`src/pkg/pcm_ctrl_pkg.sv`:
```
// Summary of operation
// - Maintenance code 010 sends Halt line state
// - Maintenance code 011 sends Master line state
// - Codes 100, 101, 111 send Quiet
// - Code 110 passes transmit data symbols
// - Single attach keeps station inserted before ACTIVE
// - Single attach ignored for bypass in maintenance
// - Maintenance bypass follows companion register bits
// - Single attach bit changes only in OFF
// - Writes outside OFF leave it unchanged
// - Nonzero loopback in NEXT, not signalling and armed by reset or a 00 write, starts confidence test
// - Loopback 00 performs no confidence test
// - Maintenance field picks sourced line state
// - Maintenance code 001 sends Idle line state
// - Loopback 01 data, 10 Idle, 11 remote
package pcm_ctrl_pkg;

    // ************************************************************
    // Register map
    // ************************************************************
    localparam int          ADDR_W          = 8;
    localparam logic [7:0]  CMC_OFFSET      = 8'h00;
    localparam logic [7:0]  COMPANION_OFFSET = 8'h04;
    localparam logic [7:0]  STATUS_OFFSET   = 8'h08;
    localparam int          CMC_W           = 16;

    localparam int          MAINTENANCE_LINE_STATE_SELECT_LSB    = 8;
    localparam int          CLASS_BIT       = 7;
    localparam int          LOOP_LSB        = 5;
    localparam int          SCRUB_BIT       = 1;
    localparam int          BYPASS_BIT      = 0;
    localparam int          STAT_SRC_LSB    = 0;
    localparam int          STAT_ARMED_BIT  = 5;
    localparam int          STAT_LCT_BIT    = 6;
    localparam int          STAT_BYPASS_BIT = 7;

    localparam logic [2:0]  MAINTENANCE_LINE_STATE_SELECT_RESET  = 3'h0;
    localparam logic [1:0]  LOOP_RESET      = 2'h0;

    // ************************************************************
    // Field codes
    // ************************************************************
    localparam logic [2:0]  LS_QUIET0       = 3'h0;
    localparam logic [2:0]  LS_IDLE         = 3'h1;
    localparam logic [2:0]  LS_HALT         = 3'h2;
    localparam logic [2:0]  LS_MASTER       = 3'h3;
    localparam logic [2:0]  LS_DATA         = 3'h6;
    localparam logic [1:0]  LOOP_NONE       = 2'h0;
    localparam logic [1:0]  LOOP_DATA       = 2'h1;
    localparam logic [1:0]  LOOP_IDLE       = 2'h2;
    localparam logic [1:0]  LOOP_REMOTE     = 2'h3;

    // Symbol pairs: Quiet 00000, Idle 11111, Halt 00100, Master = Halt then Quiet
    localparam logic [9:0]  SYM_QUIET       = 10'h000;
    localparam logic [9:0]  SYM_IDLE        = 10'h3ff;
    localparam logic [9:0]  SYM_HALT        = 10'h084;
    localparam logic [9:0]  SYM_MASTER      = 10'h080;

    typedef enum logic [9:0] {
        PCM_OFF     = 10'h001,
        PCM_BREAK   = 10'h002,
        PCM_TRACE   = 10'h004,
        PCM_CONNECT = 10'h008,
        PCM_NEXT    = 10'h010,
        PCM_SIGNAL  = 10'h020,
        PCM_JOIN    = 10'h040,
        PCM_VERIFY  = 10'h080,
        PCM_ACTIVE  = 10'h100,
        PCM_MAINTENANCE_STATE   = 10'h200
    } pcm_state_e;

    typedef enum logic [4:0] {
        TXS_QUIET  = 5'h01,
        TXS_IDLE   = 5'h02,
        TXS_HALT   = 5'h04,
        TXS_MASTER = 5'h08,
        TXS_DATA   = 5'h10
    } tx_src_e;

    typedef struct packed {
        logic              wr_en;
        logic [ADDR_W-1:0] addr;
        logic [31:0]       wdata;
    } reg_write_s;

    typedef struct packed {
        logic       active;
        logic [1:0] mode;
    } lct_s;

    function automatic tx_src_e maintenance_state_source(input logic [2:0] ls);
        case (ls)
            LS_IDLE:   maintenance_state_source = TXS_IDLE;
            LS_HALT:   maintenance_state_source = TXS_HALT;
            LS_MASTER: maintenance_state_source = TXS_MASTER;
            LS_DATA:   maintenance_state_source = TXS_DATA;
            default:   maintenance_state_source = TXS_QUIET;
        endcase
    endfunction

endpackage

```
`src/pcm_apb_port.sv`:
```
`timescale 1ns/10ps
module pcm_apb_port
    import pcm_ctrl_pkg::*;
(
    input  wire logic              sys_clk,
    input  wire logic              srst,
    input  wire logic              psel,
    input  wire logic              penable,
    input  wire logic              pwrite,
    input  wire logic [ADDR_W-1:0] paddr,
    input  wire logic [31:0]       pwdata,
    input  wire logic [31:0]       read_value,
    output logic [31:0]            prdata,
    output logic                   pready,
    output logic                   pslverr,
    output logic [ADDR_W-1:0]      read_addr,
    output reg_write_s             reg_write
);

    // ************************************************************
    // Setup-phase capture
    // ************************************************************
    // Read data is latched in setup so the access phase never waits
    logic [31:0] prdata_reg;
    logic [31:0] prdata_next;
    logic        err_reg;
    logic        err_next;
    logic        setup;
    logic        mapped;

    assign setup     = psel && !penable;
    assign mapped    = (paddr == CMC_OFFSET) || (paddr == COMPANION_OFFSET)
                       || (paddr == STATUS_OFFSET);
    assign read_addr = paddr;

    always_comb
    begin
        prdata_next = prdata_reg;
        err_next    = err_reg;
        if (setup)
        begin
            prdata_next = (!pwrite && mapped) ? read_value : 32'h0000_0000;
            err_next    = !mapped;
        end
    end

    always_ff @(posedge sys_clk)
    begin
        if (srst)
        begin
            prdata_reg <= 32'h0000_0000;
            err_reg    <= 1'b0;
        end
        else
        begin
            prdata_reg <= prdata_next;
            err_reg    <= err_next;
        end
    end

    assign prdata          = prdata_reg;
    assign pready          = 1'b1;
    assign pslverr         = psel && penable && err_reg;
    // One driver for the whole carrier; the write lands in the access cycle
    assign reg_write = '{wr_en: psel && penable && pwrite && mapped,
                         addr:  paddr,
                         wdata: pwdata};

endmodule

```
`src/pcm_tx_source.sv`:
```
`timescale 1ns/10ps
module pcm_tx_source
    import pcm_ctrl_pkg::*;
#(
    parameter int DATA_W = 10
)
(
    input  wire logic              sys_clk,
    input  wire logic              srst,
    input  wire pcm_state_e        pcm_state,
    input  wire logic [2:0]        maintenance_state_line_state,
    input  wire lct_s              lct,
    input  wire logic [DATA_W-1:0] tx_data_in,
    output logic [DATA_W-1:0]      tx_symbol_out,
    output tx_src_e                tx_source
);

    // ************************************************************
    // Source selection
    // ************************************************************
    tx_src_e             src_reg;
    tx_src_e             src_next;
    logic [DATA_W-1:0]   sym_reg;
    logic [DATA_W-1:0]   sym_next;

    always_comb
    begin
        if (pcm_state == PCM_MAINTENANCE_STATE)
            src_next = maintenance_state_source(maintenance_state_line_state);
        else if (lct.active && lct.mode == LOOP_IDLE)
            src_next = TXS_IDLE;
        else
            src_next = TXS_DATA;
        case (src_next)
            TXS_IDLE:   sym_next = DATA_W'(SYM_IDLE);
            TXS_HALT:   sym_next = DATA_W'(SYM_HALT);
            TXS_MASTER: sym_next = DATA_W'(SYM_MASTER);
            TXS_DATA:   sym_next = tx_data_in;
            default:    sym_next = DATA_W'(SYM_QUIET);
        endcase
    end

    always_ff @(posedge sys_clk)
    begin
        if (srst)
        begin
            src_reg <= TXS_QUIET;
            sym_reg <= '0;
        end
        else
        begin
            src_reg <= src_next;
            sym_reg <= sym_next;
        end
    end

    assign tx_symbol_out = sym_reg;
    assign tx_source     = src_reg;

endmodule

```
`src/pcm_maintenance_state_lct_control.sv`:
```
// The placing of the registers and the APB register port are this design's own decisions.
`timescale 1ns/10ps
module pcm_maintenance_state_lct_control
    import pcm_ctrl_pkg::*;
#(
    parameter int DATA_W = 10
)
(
    input  wire logic              sys_clk,
    input  wire logic              srst,
    input  wire logic              psel,
    input  wire logic              penable,
    input  wire logic              pwrite,
    input  wire logic [ADDR_W-1:0] paddr,
    input  wire logic [31:0]       pwdata,
    output logic [31:0]            prdata,
    output logic                   pready,
    output logic                   pslverr,
    input  wire pcm_state_e        pcm_state,
    input  wire logic              pcm_signaling,
    input  wire logic [DATA_W-1:0] tx_data_in,
    output logic [DATA_W-1:0]      tx_symbol_out,
    output logic                   lct_start,
    output logic [1:0]             lct_loopback,
    output logic                   lct_active,
    output logic                   remote_loopback_en,
    output logic                   station_bypass,
    output logic                   scrub_request_out
);

    // ************************************************************
    // Bus port
    // ************************************************************
    reg_write_s        reg_write;
    logic [ADDR_W-1:0] read_addr;
    logic [31:0]       read_value;

    pcm_apb_port u_apb
    (
        .sys_clk    (sys_clk),
        .srst       (srst),
        .psel       (psel),
        .penable    (penable),
        .pwrite     (pwrite),
        .paddr      (paddr),
        .pwdata     (pwdata),
        .read_value (read_value),
        .prdata     (prdata),
        .pready     (pready),
        .pslverr    (pslverr),
        .read_addr  (read_addr),
        .reg_write  (reg_write)
    );

    // ************************************************************
    // Control registers
    // ************************************************************
    logic [2:0] maintenance_line_state_select_reg;
    logic [2:0] maintenance_line_state_select_next;
    logic       class_reg;
    logic       class_next;
    logic [1:0] loop_reg;
    logic [1:0] loop_next;
    logic       armed_reg;
    logic       armed_next;
    logic       scrub_reg;
    logic       scrub_next;
    logic       bypass_ctl_reg;
    logic       bypass_ctl_next;
    lct_s       lct_reg;
    lct_s       lct_next;
    logic       start_reg;
    logic       start_next;
    logic       cmc_wr;
    logic       comp_wr;
    logic       loop_ok;
    logic [1:0] loop_wr;

    assign cmc_wr  = reg_write.wr_en && reg_write.addr == CMC_OFFSET;
    assign comp_wr = reg_write.wr_en && reg_write.addr == COMPANION_OFFSET;
    // Loopback writes outside NEXT or during signalling are dropped
    assign loop_ok = pcm_state == PCM_NEXT && !pcm_signaling;
    assign loop_wr = reg_write.wdata[LOOP_LSB +: 2];

    always_comb
    begin
        maintenance_line_state_select_next   = maintenance_line_state_select_reg;
        class_next      = class_reg;
        loop_next       = loop_reg;
        armed_next      = armed_reg;
        scrub_next      = scrub_reg;
        bypass_ctl_next = bypass_ctl_reg;
        lct_next        = lct_reg;
        start_next      = 1'b0;
        // The test lives only inside NEXT; leaving it ends it
        if (pcm_state != PCM_NEXT)
            lct_next.active = 1'b0;
        if (cmc_wr)
        begin
            maintenance_line_state_select_next = reg_write.wdata[MAINTENANCE_LINE_STATE_SELECT_LSB +: 3];
            if (pcm_state == PCM_OFF)
                class_next = reg_write.wdata[CLASS_BIT];
            if (loop_ok)
            begin
                loop_next = loop_wr;
                if (loop_wr == LOOP_NONE)
                    armed_next = 1'b1;
                else if (armed_reg)
                begin
                    armed_next      = 1'b0;
                    start_next      = 1'b1;
                    lct_next.active = 1'b1;
                    lct_next.mode   = loop_wr;
                end
            end
        end
        if (comp_wr)
        begin
            scrub_next      = reg_write.wdata[SCRUB_BIT];
            bypass_ctl_next = reg_write.wdata[BYPASS_BIT];
        end
    end

    always_ff @(posedge sys_clk)
    begin
        if (srst)
        begin
            maintenance_line_state_select_reg   <= MAINTENANCE_LINE_STATE_SELECT_RESET;
            class_reg      <= 1'b0;
            loop_reg       <= LOOP_RESET;
            armed_reg      <= 1'b1;
            scrub_reg      <= 1'b0;
            bypass_ctl_reg <= 1'b0;
            lct_reg        <= '0;
            start_reg      <= 1'b0;
        end
        else
        begin
            maintenance_line_state_select_reg   <= maintenance_line_state_select_next;
            class_reg      <= class_next;
            loop_reg       <= loop_next;
            armed_reg      <= armed_next;
            scrub_reg      <= scrub_next;
            bypass_ctl_reg <= bypass_ctl_next;
            lct_reg        <= lct_next;
            start_reg      <= start_next;
        end
    end

    assign lct_start          = start_reg;
    assign lct_loopback       = lct_reg.mode;
    assign lct_active         = lct_reg.active;
    assign remote_loopback_en = lct_reg.active && lct_reg.mode == LOOP_REMOTE;

    // ************************************************************
    // Bypass control
    // ************************************************************
    logic bypass_reg;
    logic bypass_next;
    logic scrub_out_reg;
    logic scrub_out_next;

    always_comb
    begin
        scrub_out_next = 1'b0;
        if (pcm_state == PCM_MAINTENANCE_STATE)
        begin
            bypass_next    = bypass_ctl_reg;
            scrub_out_next = scrub_reg;
        end
        else if (class_reg)
            bypass_next = 1'b0;
        else
            bypass_next = pcm_state != PCM_ACTIVE;
    end

    always_ff @(posedge sys_clk)
    begin
        if (srst)
        begin
            bypass_reg    <= 1'b1;
            scrub_out_reg <= 1'b0;
        end
        else
        begin
            bypass_reg    <= bypass_next;
            scrub_out_reg <= scrub_out_next;
        end
    end

    assign station_bypass    = bypass_reg;
    assign scrub_request_out = scrub_out_reg;

    // ************************************************************
    // Transmit path
    // ************************************************************
    tx_src_e tx_source;

    pcm_tx_source #(.DATA_W(DATA_W)) u_tx
    (
        .sys_clk          (sys_clk),
        .srst             (srst),
        .pcm_state        (pcm_state),
        .maintenance_state_line_state (maintenance_line_state_select_reg),
        .lct              (lct_reg),
        .tx_data_in       (tx_data_in),
        .tx_symbol_out    (tx_symbol_out),
        .tx_source        (tx_source)
    );

    // ************************************************************
    // Read mux
    // ************************************************************
    always_comb
    begin
        read_value = 32'h0000_0000;
        case (read_addr)
            CMC_OFFSET:
            begin
                read_value[MAINTENANCE_LINE_STATE_SELECT_LSB +: 3] = maintenance_line_state_select_reg;
                read_value[CLASS_BIT]         = class_reg;
                read_value[LOOP_LSB +: 2]     = loop_reg;
            end
            COMPANION_OFFSET:
            begin
                read_value[SCRUB_BIT]  = scrub_reg;
                read_value[BYPASS_BIT] = bypass_ctl_reg;
            end
            STATUS_OFFSET:
            begin
                read_value[STAT_SRC_LSB +: 5] = tx_source;
                read_value[STAT_ARMED_BIT]    = armed_reg;
                read_value[STAT_LCT_BIT]      = lct_reg.active;
                read_value[STAT_BYPASS_BIT]   = bypass_reg;
            end
            default: read_value = 32'h0000_0000;
        endcase
    end

    // ************************************************************
    // Assertions
    // ************************************************************
    a_maintenance_state_halt_out: assert property (@(posedge sys_clk) disable iff (srst)
        pcm_state == PCM_MAINTENANCE_STATE && maintenance_line_state_select_reg == LS_HALT
        |=> tx_symbol_out == DATA_W'(SYM_HALT))
        else $error("Halt not sent in maintenance");

    a_maintenance_state_master_out: assert property (@(posedge sys_clk) disable iff (srst)
        pcm_state == PCM_MAINTENANCE_STATE && maintenance_line_state_select_reg == LS_MASTER
        |=> tx_symbol_out == DATA_W'(SYM_MASTER))
        else $error("Master not sent in maintenance");

    a_maintenance_state_quiet_out: assert property (@(posedge sys_clk) disable iff (srst)
        pcm_state == PCM_MAINTENANCE_STATE && maintenance_line_state_select_reg[2] && maintenance_line_state_select_reg != LS_DATA
        |=> tx_symbol_out == DATA_W'(SYM_QUIET))
        else $error("Quiet not sent in maintenance");

    a_maintenance_state_data_pass: assert property (@(posedge sys_clk) disable iff (srst)
        pcm_state == PCM_MAINTENANCE_STATE && maintenance_line_state_select_reg == LS_DATA
        |=> tx_symbol_out == $past(tx_data_in))
        else $error("Transmit data not passed");

    a_class_no_bypass: assert property (@(posedge sys_clk) disable iff (srst)
        class_reg && pcm_state != PCM_MAINTENANCE_STATE |=> !station_bypass)
        else $error("Single attach station bypassed");

    a_maintenance_state_bypass_src: assert property (@(posedge sys_clk) disable iff (srst)
        pcm_state == PCM_MAINTENANCE_STATE
        |=> station_bypass == $past(bypass_ctl_reg) && scrub_request_out == $past(scrub_reg))
        else $error("Maintenance bypass not from companion bits");

    a_class_held: assert property (@(posedge sys_clk) disable iff (srst)
        pcm_state != PCM_OFF |=> $stable(class_reg))
        else $error("Class bit changed outside OFF");

    a_loop_start: assert property (@(posedge sys_clk) disable iff (srst)
        cmc_wr && loop_ok && armed_reg && loop_wr != LOOP_NONE
        |=> lct_start && lct_active && lct_loopback == $past(loop_wr) ##1 !lct_start)
        else $error("Confidence test not started");

    a_loop_none: assert property (@(posedge sys_clk) disable iff (srst)
        cmc_wr && loop_wr == LOOP_NONE |=> !lct_start)
        else $error("Test started on zero loopback");

    a_maintenance_state_idle_out: assert property (@(posedge sys_clk) disable iff (srst)
        pcm_state == PCM_MAINTENANCE_STATE && maintenance_line_state_select_reg == LS_IDLE
        |=> tx_symbol_out == DATA_W'(SYM_IDLE))
        else $error("Idle not sent in maintenance");

    a_loop_idle_src: assert property (@(posedge sys_clk) disable iff (srst)
        pcm_state != PCM_MAINTENANCE_STATE && lct_reg.active && lct_reg.mode == LOOP_IDLE
        |=> tx_symbol_out == DATA_W'(SYM_IDLE))
        else $error("Idle not sourced in confidence test");

    a_normal_data_pass: assert property (@(posedge sys_clk) disable iff (srst)
        pcm_state != PCM_MAINTENANCE_STATE && !(lct_reg.active && lct_reg.mode == LOOP_IDLE)
        |=> tx_symbol_out == $past(tx_data_in))
        else $error("Transmit data not passed outside maintenance");

    a_maintenance_state_class_free: assert property (@(posedge sys_clk) disable iff (srst)
        pcm_state == PCM_MAINTENANCE_STATE && class_reg && bypass_ctl_reg |=> station_bypass)
        else $error("Single attach blocked maintenance bypass");

    a_class_off_load: assert property (@(posedge sys_clk) disable iff (srst)
        cmc_wr && pcm_state == PCM_OFF && reg_write.wdata[CLASS_BIT] |=> class_reg)
        else $error("Class bit not taken in OFF");

    a_lct_ends: assert property (@(posedge sys_clk) disable iff (srst)
        lct_active && pcm_state != PCM_NEXT |=> !lct_active)
        else $error("Confidence test outlived NEXT");

endmodule

```
`config.mk`:
```
export PLATFORM = sky130hd
export DESIGN_NAME = pcm_maintenance_state_lct_control
export DESIGN_NICKNAME = d
export VERILOG_FILES = /design/src/pkg/pcm_ctrl_pkg.sv /design/src/pcm_apb_port.sv /design/src/pcm_tx_source.sv /design/src/pcm_maintenance_state_lct_control.sv
export SDC_FILE = /design/constraint.sdc
export NUM_CORES = 1
export LEC_CHECK = 0
export BUFFER_PORTS_ARGS = -buffer_cell sky130_fd_sc_hd__buf_4
export CORE_ASPECT_RATIO = 1.25
export CORE_MARGIN = 2
export CORE_UTILIZATION = 43
export CTS_BUF_LIST = sky130_fd_sc_hd__clkbuf_16
export DETAILED_ROUTE_END_ITERATION = 16
export PLACE_DENSITY = 0.88
export SYNTH_ARGS = -nofsm -noshare
export SYNTH_HDL_FRONTEND = slang
export SYNTH_SLANG_ARGS = --single-unit
```
`constraint.sdc`:
```
create_clock -name sys_clk -period 1.85 [get_ports sys_clk]
set_clock_uncertainty 0.1 [all_clocks]
set_input_delay 0.37 -clock sys_clk [delete_from_list [all_inputs] [get_ports sys_clk]]
set_output_delay 0.37 -clock sys_clk [all_outputs]
set_load 0.05 [all_outputs]
```
==> results.toml, run 1 <==
[logic_synthesis]
synth_area_um2 = 1980
yosys_warnings = 0
synth_cell_type_count = 50
synthTopCellsByCount = "dfxtp_1, buf_4, nor2_1, nand2_1, a21oi_1"
synth_edf_count = 0
yosys-top-cells-area = "dfxtp_1, buf_4, nor2_1"
synth_area_per_cell_um2 = 9.22
ys_async_sr_fraction_pct = 0
synth.most_common_cell = "dfxtp_1"
synth_top_flop_cell = "dfxtp_1"
yosysTopAreaCell = "dfxtp_1"
yosysTopAreaCellShare_pct = 42.4
ys_ff_latch = 42
yosysSeqAreaShare_pct = 42.4
synth_cells = 215

[routing]
ant_nets = 0
num_vias = 1839
wl_met3_um = 355
firstDrtPassIters = 4
remaining_drc_errors = 0
wl_met2_um = 2400
vias_per_cell = 5.14
highest_layer = "met4"
wl_um = 4700
wire_per_inst_um = 13.1
wl_met1_um = 1860
drt-initial-drc-count = 60

[finish]
diodes = 0
fin_nets = 365
synthToLayoutAreaGrowth_pct = 37.2
drive_gt1_share_pct = 34.7
filler_cell_count = 386
largest_reg_flops = 11
fin_area_um2 = 2720
utilization_pct = 61.4

[place]
place_area_um2 = 2580
dpl_worst_slack_ps = -143
hpwlAfterDp_um = 3690
place.gp.congestion = 0.856
port_buffers = 70

[timing]
hold_violations = 0
worst_slack_ps = 111
maxSlewViolCount = 0
max_freq_mhz = 575
worstMarginPinSlew_ps = 561
period_share_pct = 94.0
worst_slew_margin_rel_pct = 62.6
rsz0062_at_grt = "false"
period_needed_ps = 1740
finalSetupViolations = 0

[critical_path]
worstPathMaxFanout = 2
cp-start-kind = "input pin"
worst-endpoint-required_ps = 1960
arrival_ps = 1850
critPathCaptureType = "register"
critPathKind = "in2reg"

[run]
drv_cap = 0

[global_route]
antenna_found_initial = 0
grt_pass1_wl_um = 7420
grt_pass1_vias = 1721
grt_remaining_overflow = 0
grt_max_degree = 31
grt_use_total_pct = 18.4

[power_and_ir_drop]
vdd_drop_max_v = 0.000433
static-leakage-power_nw = 1.19
p_per_area_nw_per_um2 = 769

[floorplanning]
core_area_um2 = 4430
fp.dieH_um = 79.9
rows = 27
die_x_um = 64.7
die-area_um2 = 5170
start_util_pct = 44.8
ios = 117

[clocking]
cts_hold_buf = 0
htreeDepth = 2
max-clock-path-buffers = 2
tritoncts = "yes"
cts_num_sinks = 42
cts_resized = 0
root_buffer = "clkbuf_16"
clkSlewWorstSetupHoldPaths_ps = 60
cts_buffers = 5
worstSkewPairLatency_ps = 280
postCtsSetupBuffers = 0

[status]
outcome = "complete, no violations"

[hold_path]
hold_class = "in2reg"
==> logic make-up after synthesis <==
kind of cell           share of synthesized area (%)
flip-flops                                      42.4
multiplexers                                    1.77
AND/OR/NAND/NOR                                 27.7
AO/OA/AOI/OAI                                   17.4
buffers and inverters                           10.4
other                                          0.379
==> per-stage QoR <==
stage	hold WS (ps)	total power, mW	TNS (ps)	instances
CTS	186	2.11	0	358
global placement	342	1.27	-835	350
detailed placement	349	1.27	-1400	350
finish	190	2.09	0	358
global route	190	2.16	0	358
floorplan	343	1.18	0	235
==> where the power goes <==
part | total (mW) | internal [mW] | switching, mW
Clock | 0.836 | 0.495 | 0.342
Combinational | 0.330 | 0.108 | 0.221
Sequential | 0.924 | 0.920 | 0.00420
==> area by class of cell <==
class	instances	area [um^2]	share of cell area (%)
Inverter	4	15.0	0.552
Tap cell	58	72.6	2.67
Timing Repair Buffer	85	638	23.5
Clock buffer	5	125	4.60
Sequential cell	42	841	30.9
Multi-Input combinational cell	161	1010	37.2
Clock inverter	3	16.3	0.598
==> critical path: stages <==
cell	delay [ps]
buf_4	110
buf_4	120
nor4_2	330
nand4_1	160
or4b_1	560
o22ai_1	180
==> metal layers <==
layer  track usage (%)  vias to the layer above
li1                  -                      907
met1              20.7                      828
met2              32.6                       95
met3              3.67                        9
met4              8.94                        0
met5                 0                        -
==> layout by cell type (no fill, tap or decap), types with 2 or more instances in the layout <==
cell       instances
nand2_1           14
a22oi_1            9
nand3_1            7
and3_1             5
nor4b_4            2
conb_1            22
nor2b_1            4
nor2_1            19
inv_1              5
nand2b_1           4
a41o_1             2
a22o_1             2
a21oi_1           13
nand4_1            6
o21a_1             8
buf_4             85
nor4_4             2
mux2i_1            2
o21ai_0            5
dfxtp_1           42
clkbuf_16          5
o21ai_1            4
a31oi_1            2
and3b_1            2
nor3_1             4
==> final timing paths <==
kind	from	end	slack (ps)	cells after the start
setup reg to reg	maintenance_line_state_select_reg[0]	u_tx.tx_symbol_out[1]	250	4
hold reg to reg	u_apb.prdata[0]	u_apb.prdata[0]	350	2
hold / removal	tx_data_in[3]	u_tx.tx_symbol_out[3]	190	2
setup / recovery	paddr[5]	lct_active	110	6
No activity file was read; power rests on OpenSTA's default activity.
==> run 2: changes to the inputs <==
--- a/config.mk
+++ b/config.mk
@@ -5,11 +5,12 @@
 export SDC_FILE = /design/constraint.sdc
 export NUM_CORES = 1
 export LEC_CHECK = 0
-export BUFFER_PORTS_ARGS = -buffer_cell sky130_fd_sc_hd__buf_4
+export BUFFER_PORTS_ARGS = -buffer_cell sky130_fd_sc_hd__buf_2
 export CORE_ASPECT_RATIO = 1.25
 export CORE_MARGIN = 2
 export CORE_UTILIZATION = 43
 export CTS_BUF_LIST = sky130_fd_sc_hd__clkbuf_16
+export CTS_CLUSTER_SIZE = 40
 export DETAILED_ROUTE_END_ITERATION = 16
 export PLACE_DENSITY = 0.88
 export SYNTH_ARGS = -nofsm -noshare
==> run 2 against run 1 <==
Via count rose by 0.22%; final area fell by 4.9%; clock power rose by 17%; largest power group is now the clock network.
==> results.toml, run 2 (synthesized netlist as in run 1, its figures left out) <==
[status]
outcome = "complete, no violations"

[floorplanning]
die_x_um = 64.7
ios = 117
start_util_pct = 44.8
fp.dieH_um = 79.9
rows = 27
die-area_um2 = 5170
core_area_um2 = 4430

[finish]
diodes = 0
largest_reg_flops = 11
drive_gt1_share_pct = 35.2
final_common_cell = "buf_2"
synthToLayoutAreaGrowth_pct = 30.4
filler_cell_count = 396
layout_common_cells = "buf_2, dfxtp_1, conb_1, nor2_1, buf_4"
fin_nets = 366

[hold_path]
hold_class = "in2reg"

[place]
place.gp.congestion = 0.861
hpwlAfterDp_um = 3530
dpl_worst_slack_ps = -133
port_buffers = 70

[timing]
maxSlewViolCount = 0
period_needed_ps = 1740
rsz0062_at_grt = "false"
worst_slew_margin_rel_pct = 60.0
tns_ps = 0
finalSetupViolations = 0
worstMarginPinSlew_ps = 601
period_share_pct = 94.1
hold_violations = 0
max_freq_mhz = 574
worst_slack_ps = 109

[clocking]
worstSkewPairLatency_ps = 280
cts_num_sinks = 42
cts_resized = 0
root_buffer = "clkbuf_16"
tritoncts = "yes"
htreeDepth = 2
cts_buffers = 5
clkSlewWorstSetupHoldPaths_ps = 60
postCtsSetupBuffers = 0
max-clock-path-buffers = 2
cts_hold_buf = 0

[critical_path]
critPathKind = "in2reg"
cp_top_family = "simple AND/OR/NAND/NOR gates"
path_cells = "buf_2 > buf_4 > nor4_4 > nand4_1 > or4b_1 > o22ai_1"
cp.buffers_inverters = 2
worst-endpoint-required_ps = 1950
slowest_delay_ps = 570
critPathCaptureType = "register"
worstPathMaxFanout = 2
arrival_ps = 1840
cp_slowest_cell = "or4b_1"
cp-start-kind = "input pin"

[routing]
firstDrtPassIters = 4
vias_per_cell = 5.13
drt-initial-drc-count = 144
remaining_drc_errors = 0
wl_um = 4800
wire_per_inst_um = 13.4
num_vias = 1843
ant_nets = 0

[power_and_ir_drop]
p_per_area_nw_per_um2 = 855
vdd_drop_max_v = 0.000509
static-leakage-power_nw = 1.17

[global_route]
grt_max_degree = 19
antenna_found_initial = 0
grt_pass1_vias = 1666
grt_use_total_pct = 19.1
grt_remaining_overflow = 0
grt_pass1_wl_um = 7640

[run]
drv_cap = 0
run 2: cell count changes in the layout (fill, tap and decap cells not counted), sizes merged:
cell | before | now
clkinvlp | 0 | 1
buf | 85 | 86
bufinv | 0 | 1
inv | 6 | 5
clkinv | 1 | 0
run 2: area by class of cell:
cell class / instances / area (um^2) / share of cell area (%)
multi-input combinational: 161 / 1020 / 39.4
tap: 58 / 72.6 / 2.81
inverter: 4 / 15.0 / 0.581
clock inverter: 3 / 41.3 / 1.60
timing repair buffer: 86 / 470 / 18.2
sequential: 42 / 841 / 32.5
clock buffer: 5 / 125 / 4.84
run 2: layer usage:
| layer | part of all wire, % | track usage (%) | vias to the layer above |
|---|---|---|---|
| met5 | 0 | 0 | - |
| met4 | 2.2 | 8.94 | 0 |
| met3 | 7.5 | 3.95 | 11 |
| met2 | 50 | 33.5 | 84 |
| met1 | 41 | 21.9 | 836 |
| li1 | - | - | 912 |
run 2: path summary, 6_finish.rpt:
kind / cells past startpoint / from / end / slack (ps)
worst min-delay path: 2 / tx_data_in[1] / u_tx.tx_symbol_out[1] / 190
worst min register to register: 2 / u_apb.prdata[0] / u_apb.prdata[0] / 350
worst max register to register: 4 / maintenance_line_state_select_reg[0] / u_tx.tx_symbol_out[8] / 200
worst max-delay path: 6 / paddr[5] / lct_active / 110
run 2: metrics by stage:
step / utilization [%] / total power, mW / area [um^2] / cells / hold slack (ps)
2_1_floorplan: - / 1.18 / 2060 / 235 / 343
3_3_place_gp: 54.5 / 1.24 / 2410 / 351 / 338
3_5_place_dp: 54.5 / 1.24 / 2410 / 351 / 344
4_1_cts: 58.2 / 2.22 / 2580 / 359 / 189
5_1_grt: 58.4 / 2.27 / 2580 / 359 / 193
6_report: 58.4 / 2.21 / 2580 / 359 / 193
run 2: where the power goes:
group / internal [mW] / switching, mW
clock network: 0.631 / 0.351
logic: 0.0792 / 0.224
registers: 0.920 / 0.00388
==> run 3: changes to the inputs <==
--- a/config.mk
+++ b/config.mk
@@ -6,13 +6,15 @@
 export NUM_CORES = 1
 export LEC_CHECK = 0
 export BUFFER_PORTS_ARGS = -buffer_cell sky130_fd_sc_hd__buf_2
+export CAP_MARGIN = 20
 export CORE_ASPECT_RATIO = 1.25
 export CORE_MARGIN = 2
-export CORE_UTILIZATION = 43
+export CORE_UTILIZATION = 49
 export CTS_BUF_LIST = sky130_fd_sc_hd__clkbuf_16
 export CTS_CLUSTER_SIZE = 40
 export DETAILED_ROUTE_END_ITERATION = 16
-export PLACE_DENSITY = 0.88
+export PLACE_DENSITY = 0.9
 export SYNTH_ARGS = -nofsm -noshare
 export SYNTH_HDL_FRONTEND = slang
+export SYNTH_HIERARCHICAL = 1
 export SYNTH_SLANG_ARGS = --single-unit
==> run 3 against run 2 <==
The flow now finishes with violations (negative setup slack); worst setup slack got worse by 370 ps; maximum frequency is 18% lower; register-to-register slack improved by 30 ps; utilization up 10 points; critical path depth up 3; sequential share of layout area rose by 1.8 points; power is 56% higher; combinational power fell by 18%; clock-buffer cell count is 4 higher; synthesized cell count rose by 19%; flip-flop and latch count is 21 higher; largest power group unchanged.
==> results.toml, run 3 <==
[floorplanning]
die_x_um = 70.5
die-area_um2 = 6140
start_util_pct = 50.4
core_area_um2 = 5370
fp.dieH_um = 87.1
rows = 30
ios = 117

[critical_path]
cp_slowest_cell = "or4_4"
slowest_delay_ps = 550
cp-start-kind = "input pin"
arrival_ps = 2210
cp.buffers_inverters = 2
worstReg2RegStart = "maintenance_line_state_select_reg[2]"
critPathCaptureType = "register"
rr_worst_depth = 4
worstPathMaxFanout = 3
critPathKind = "in2reg"
cp_top_family = "simple AND/OR/NAND/NOR gates"
path_cells = "buf_6 > or4_4 > nor2_4 > and4_1 > nor4b_4 > buf_4 > nand4b_1 > o21ai_1 > a21oi_1"
ff2ff_setup_slack_ps = 230
worst-endpoint-required_ps = 1950
r2r_end = "u_tx/tx_symbol_out[1]"

[place]
dpl_worst_slack_ps = -587
place_area_um2 = 3280
port_buffers = 91
place.gp.congestion = 0.815
hpwlAfterDp_um = 4430

[hold_path]
min_from = "tx_data_in[9]"
whs_path_depth = 2
hold_class = "in2reg"
min_to = "u_tx/tx_symbol_out[9]"

[clocking]
tritoncts = "yes"
htreeDepth = 3
worstSkewPairLatency_ps = 320
cts_buffers = 9
clkSlewWorstSetupHoldPaths_ps = 60
root_buffer = "clkbuf_16"
cts_num_sinks = 63
max-clock-path-buffers = 2

[run]
drv_cap = 0

[finish]
utilization_pct = 68.4
synthToLayoutAreaGrowth_pct = 35.6
drive_gt1_share_pct = 41.4
diodes = 0
fin_area_um2 = 3670
fin_nets = 438
largest_reg_flops = 32
final_common_cell = "buf_2"
layout_common_cells = "buf_2, dfxtp_1, a22o_1, buf_4, conb_1"

[status]
outcome = "finished, violations left"
violations = "negative setup slack"

[global_route]
grt_use_total_pct = 20.1
grt_remaining_overflow = 0
antenna_found_initial = 0
grt_max_degree = 25
grt_pass1_vias = 2137
grt_pass1_wl_um = 9650

[logic_synthesis]
synth_area_um2 = 2710
synth_area_per_cell_um2 = 10.6
synth_cells = 255
yosys_warnings = 6

[routing]
wire_per_inst_um = 13.8
vias_per_cell = 5.24
ant_nets = 0
firstDrtPassIters = 4
drt-initial-drc-count = 93
num_vias = 2313
wl_um = 6070
remaining_drc_errors = 0

[timing]
rsz0062_at_grt = "true"
maxSlewViolCount = 0
period_share_pct = 114
whs_ps = 154
worstMarginPinSlew_ps = 674
hold_violations = 0
period_needed_ps = 2110
finalSetupViolations = 13
max_freq_mhz = 474
worst_slack_ps = -261
worst_slew_margin_rel_pct = 55.0

[power_and_ir_drop]
p_per_area_nw_per_um2 = 936
p_total_mw = 3.44
vdd_drop_max_v = 0.000623
static-leakage-power_nw = 1.77
==> run 3: cell types whose count changed in the layout (fill, tap and decap cells not counted), moves of 5 or more <==
cell and delta:
a22o_1 +33, dfxtp_1 +21, buf_2 +19, a21oi_1 -10
buf_4 +10, a22oi_1 -7, nand2_1 -7, and2_1 +5
nand3_1 -5, o21ai_0 -5
==> run 3: how the worst max path moves through the flow <==
stage	from	endpoint	cells past startpoint
final	paddr[7]	lct_loopback[1]	9
after floorplan	paddr[0]	armed_reg	7
after global placement	paddr[0]	armed_reg	8
after detailed placement	paddr[0]	class_reg	8
after CTS	paddr[7]	class_reg	9
after global routing	paddr[7]	class_reg	9
==> run 3: timing repair <==
item | CTS | global route
setup endpoints to repair | 13 | 13
cloned | 0 | 0
resized for setup | 7 | 2
buffers inserted | 1 | 1
pin swaps | 4 | 4
hold buffers | 0 | 0
==> run 3: through the flow <==
| stage | TNS [ps] | std cells |
|---|---|---|
| 3_5_place_dp | -7760 | 423 |
| 6_report | -2520 | 441 |
| 5_1_grt | -3390 | 441 |
| 2_1_floorplan | -3570 | 275 |
| 4_1_cts | -2070 | 440 |
| 3_3_place_gp | -10180 | 422 |
==> run 3: power by group <==
| part | internal, mW | switching (mW) | leakage (nW) |
|---|---|---|---|
| logic | 0.0983 | 0.150 | 1.10 |
| registers | 1.37 | 0.00361 | 0.511 |
| clock network | 1.19 | 0.618 | 0.157 |
==> run 3: layout make-up <==
cell class                      count  area, um^2
Fill cell                         408        1700
Multi-Input combinational cell    175        1280
Sequential cell                    63        1260
Timing Repair Buffer              120         709
Clock buffer                        9         225
Clock inverter                      7         103
Tap cell                           64        80.1
Inverter                            3        11.3
==> run 3: per-layer routing <==
layer | GRT usage [%] | wire length (um)
met1 | 22.2 | 2490
met2 | 35.6 | 3150
met3 | 6.13 | 322
met4 | 8.57 | 110
met5 | 0 | 0
==> run 3: worst reg2reg max path, stage by stage (launching register included) <==
cell and delay [ps]:
dfxtp_1 360, nand2b_1 210, or2_2 310, a31oi_2 400, o21a_1 190
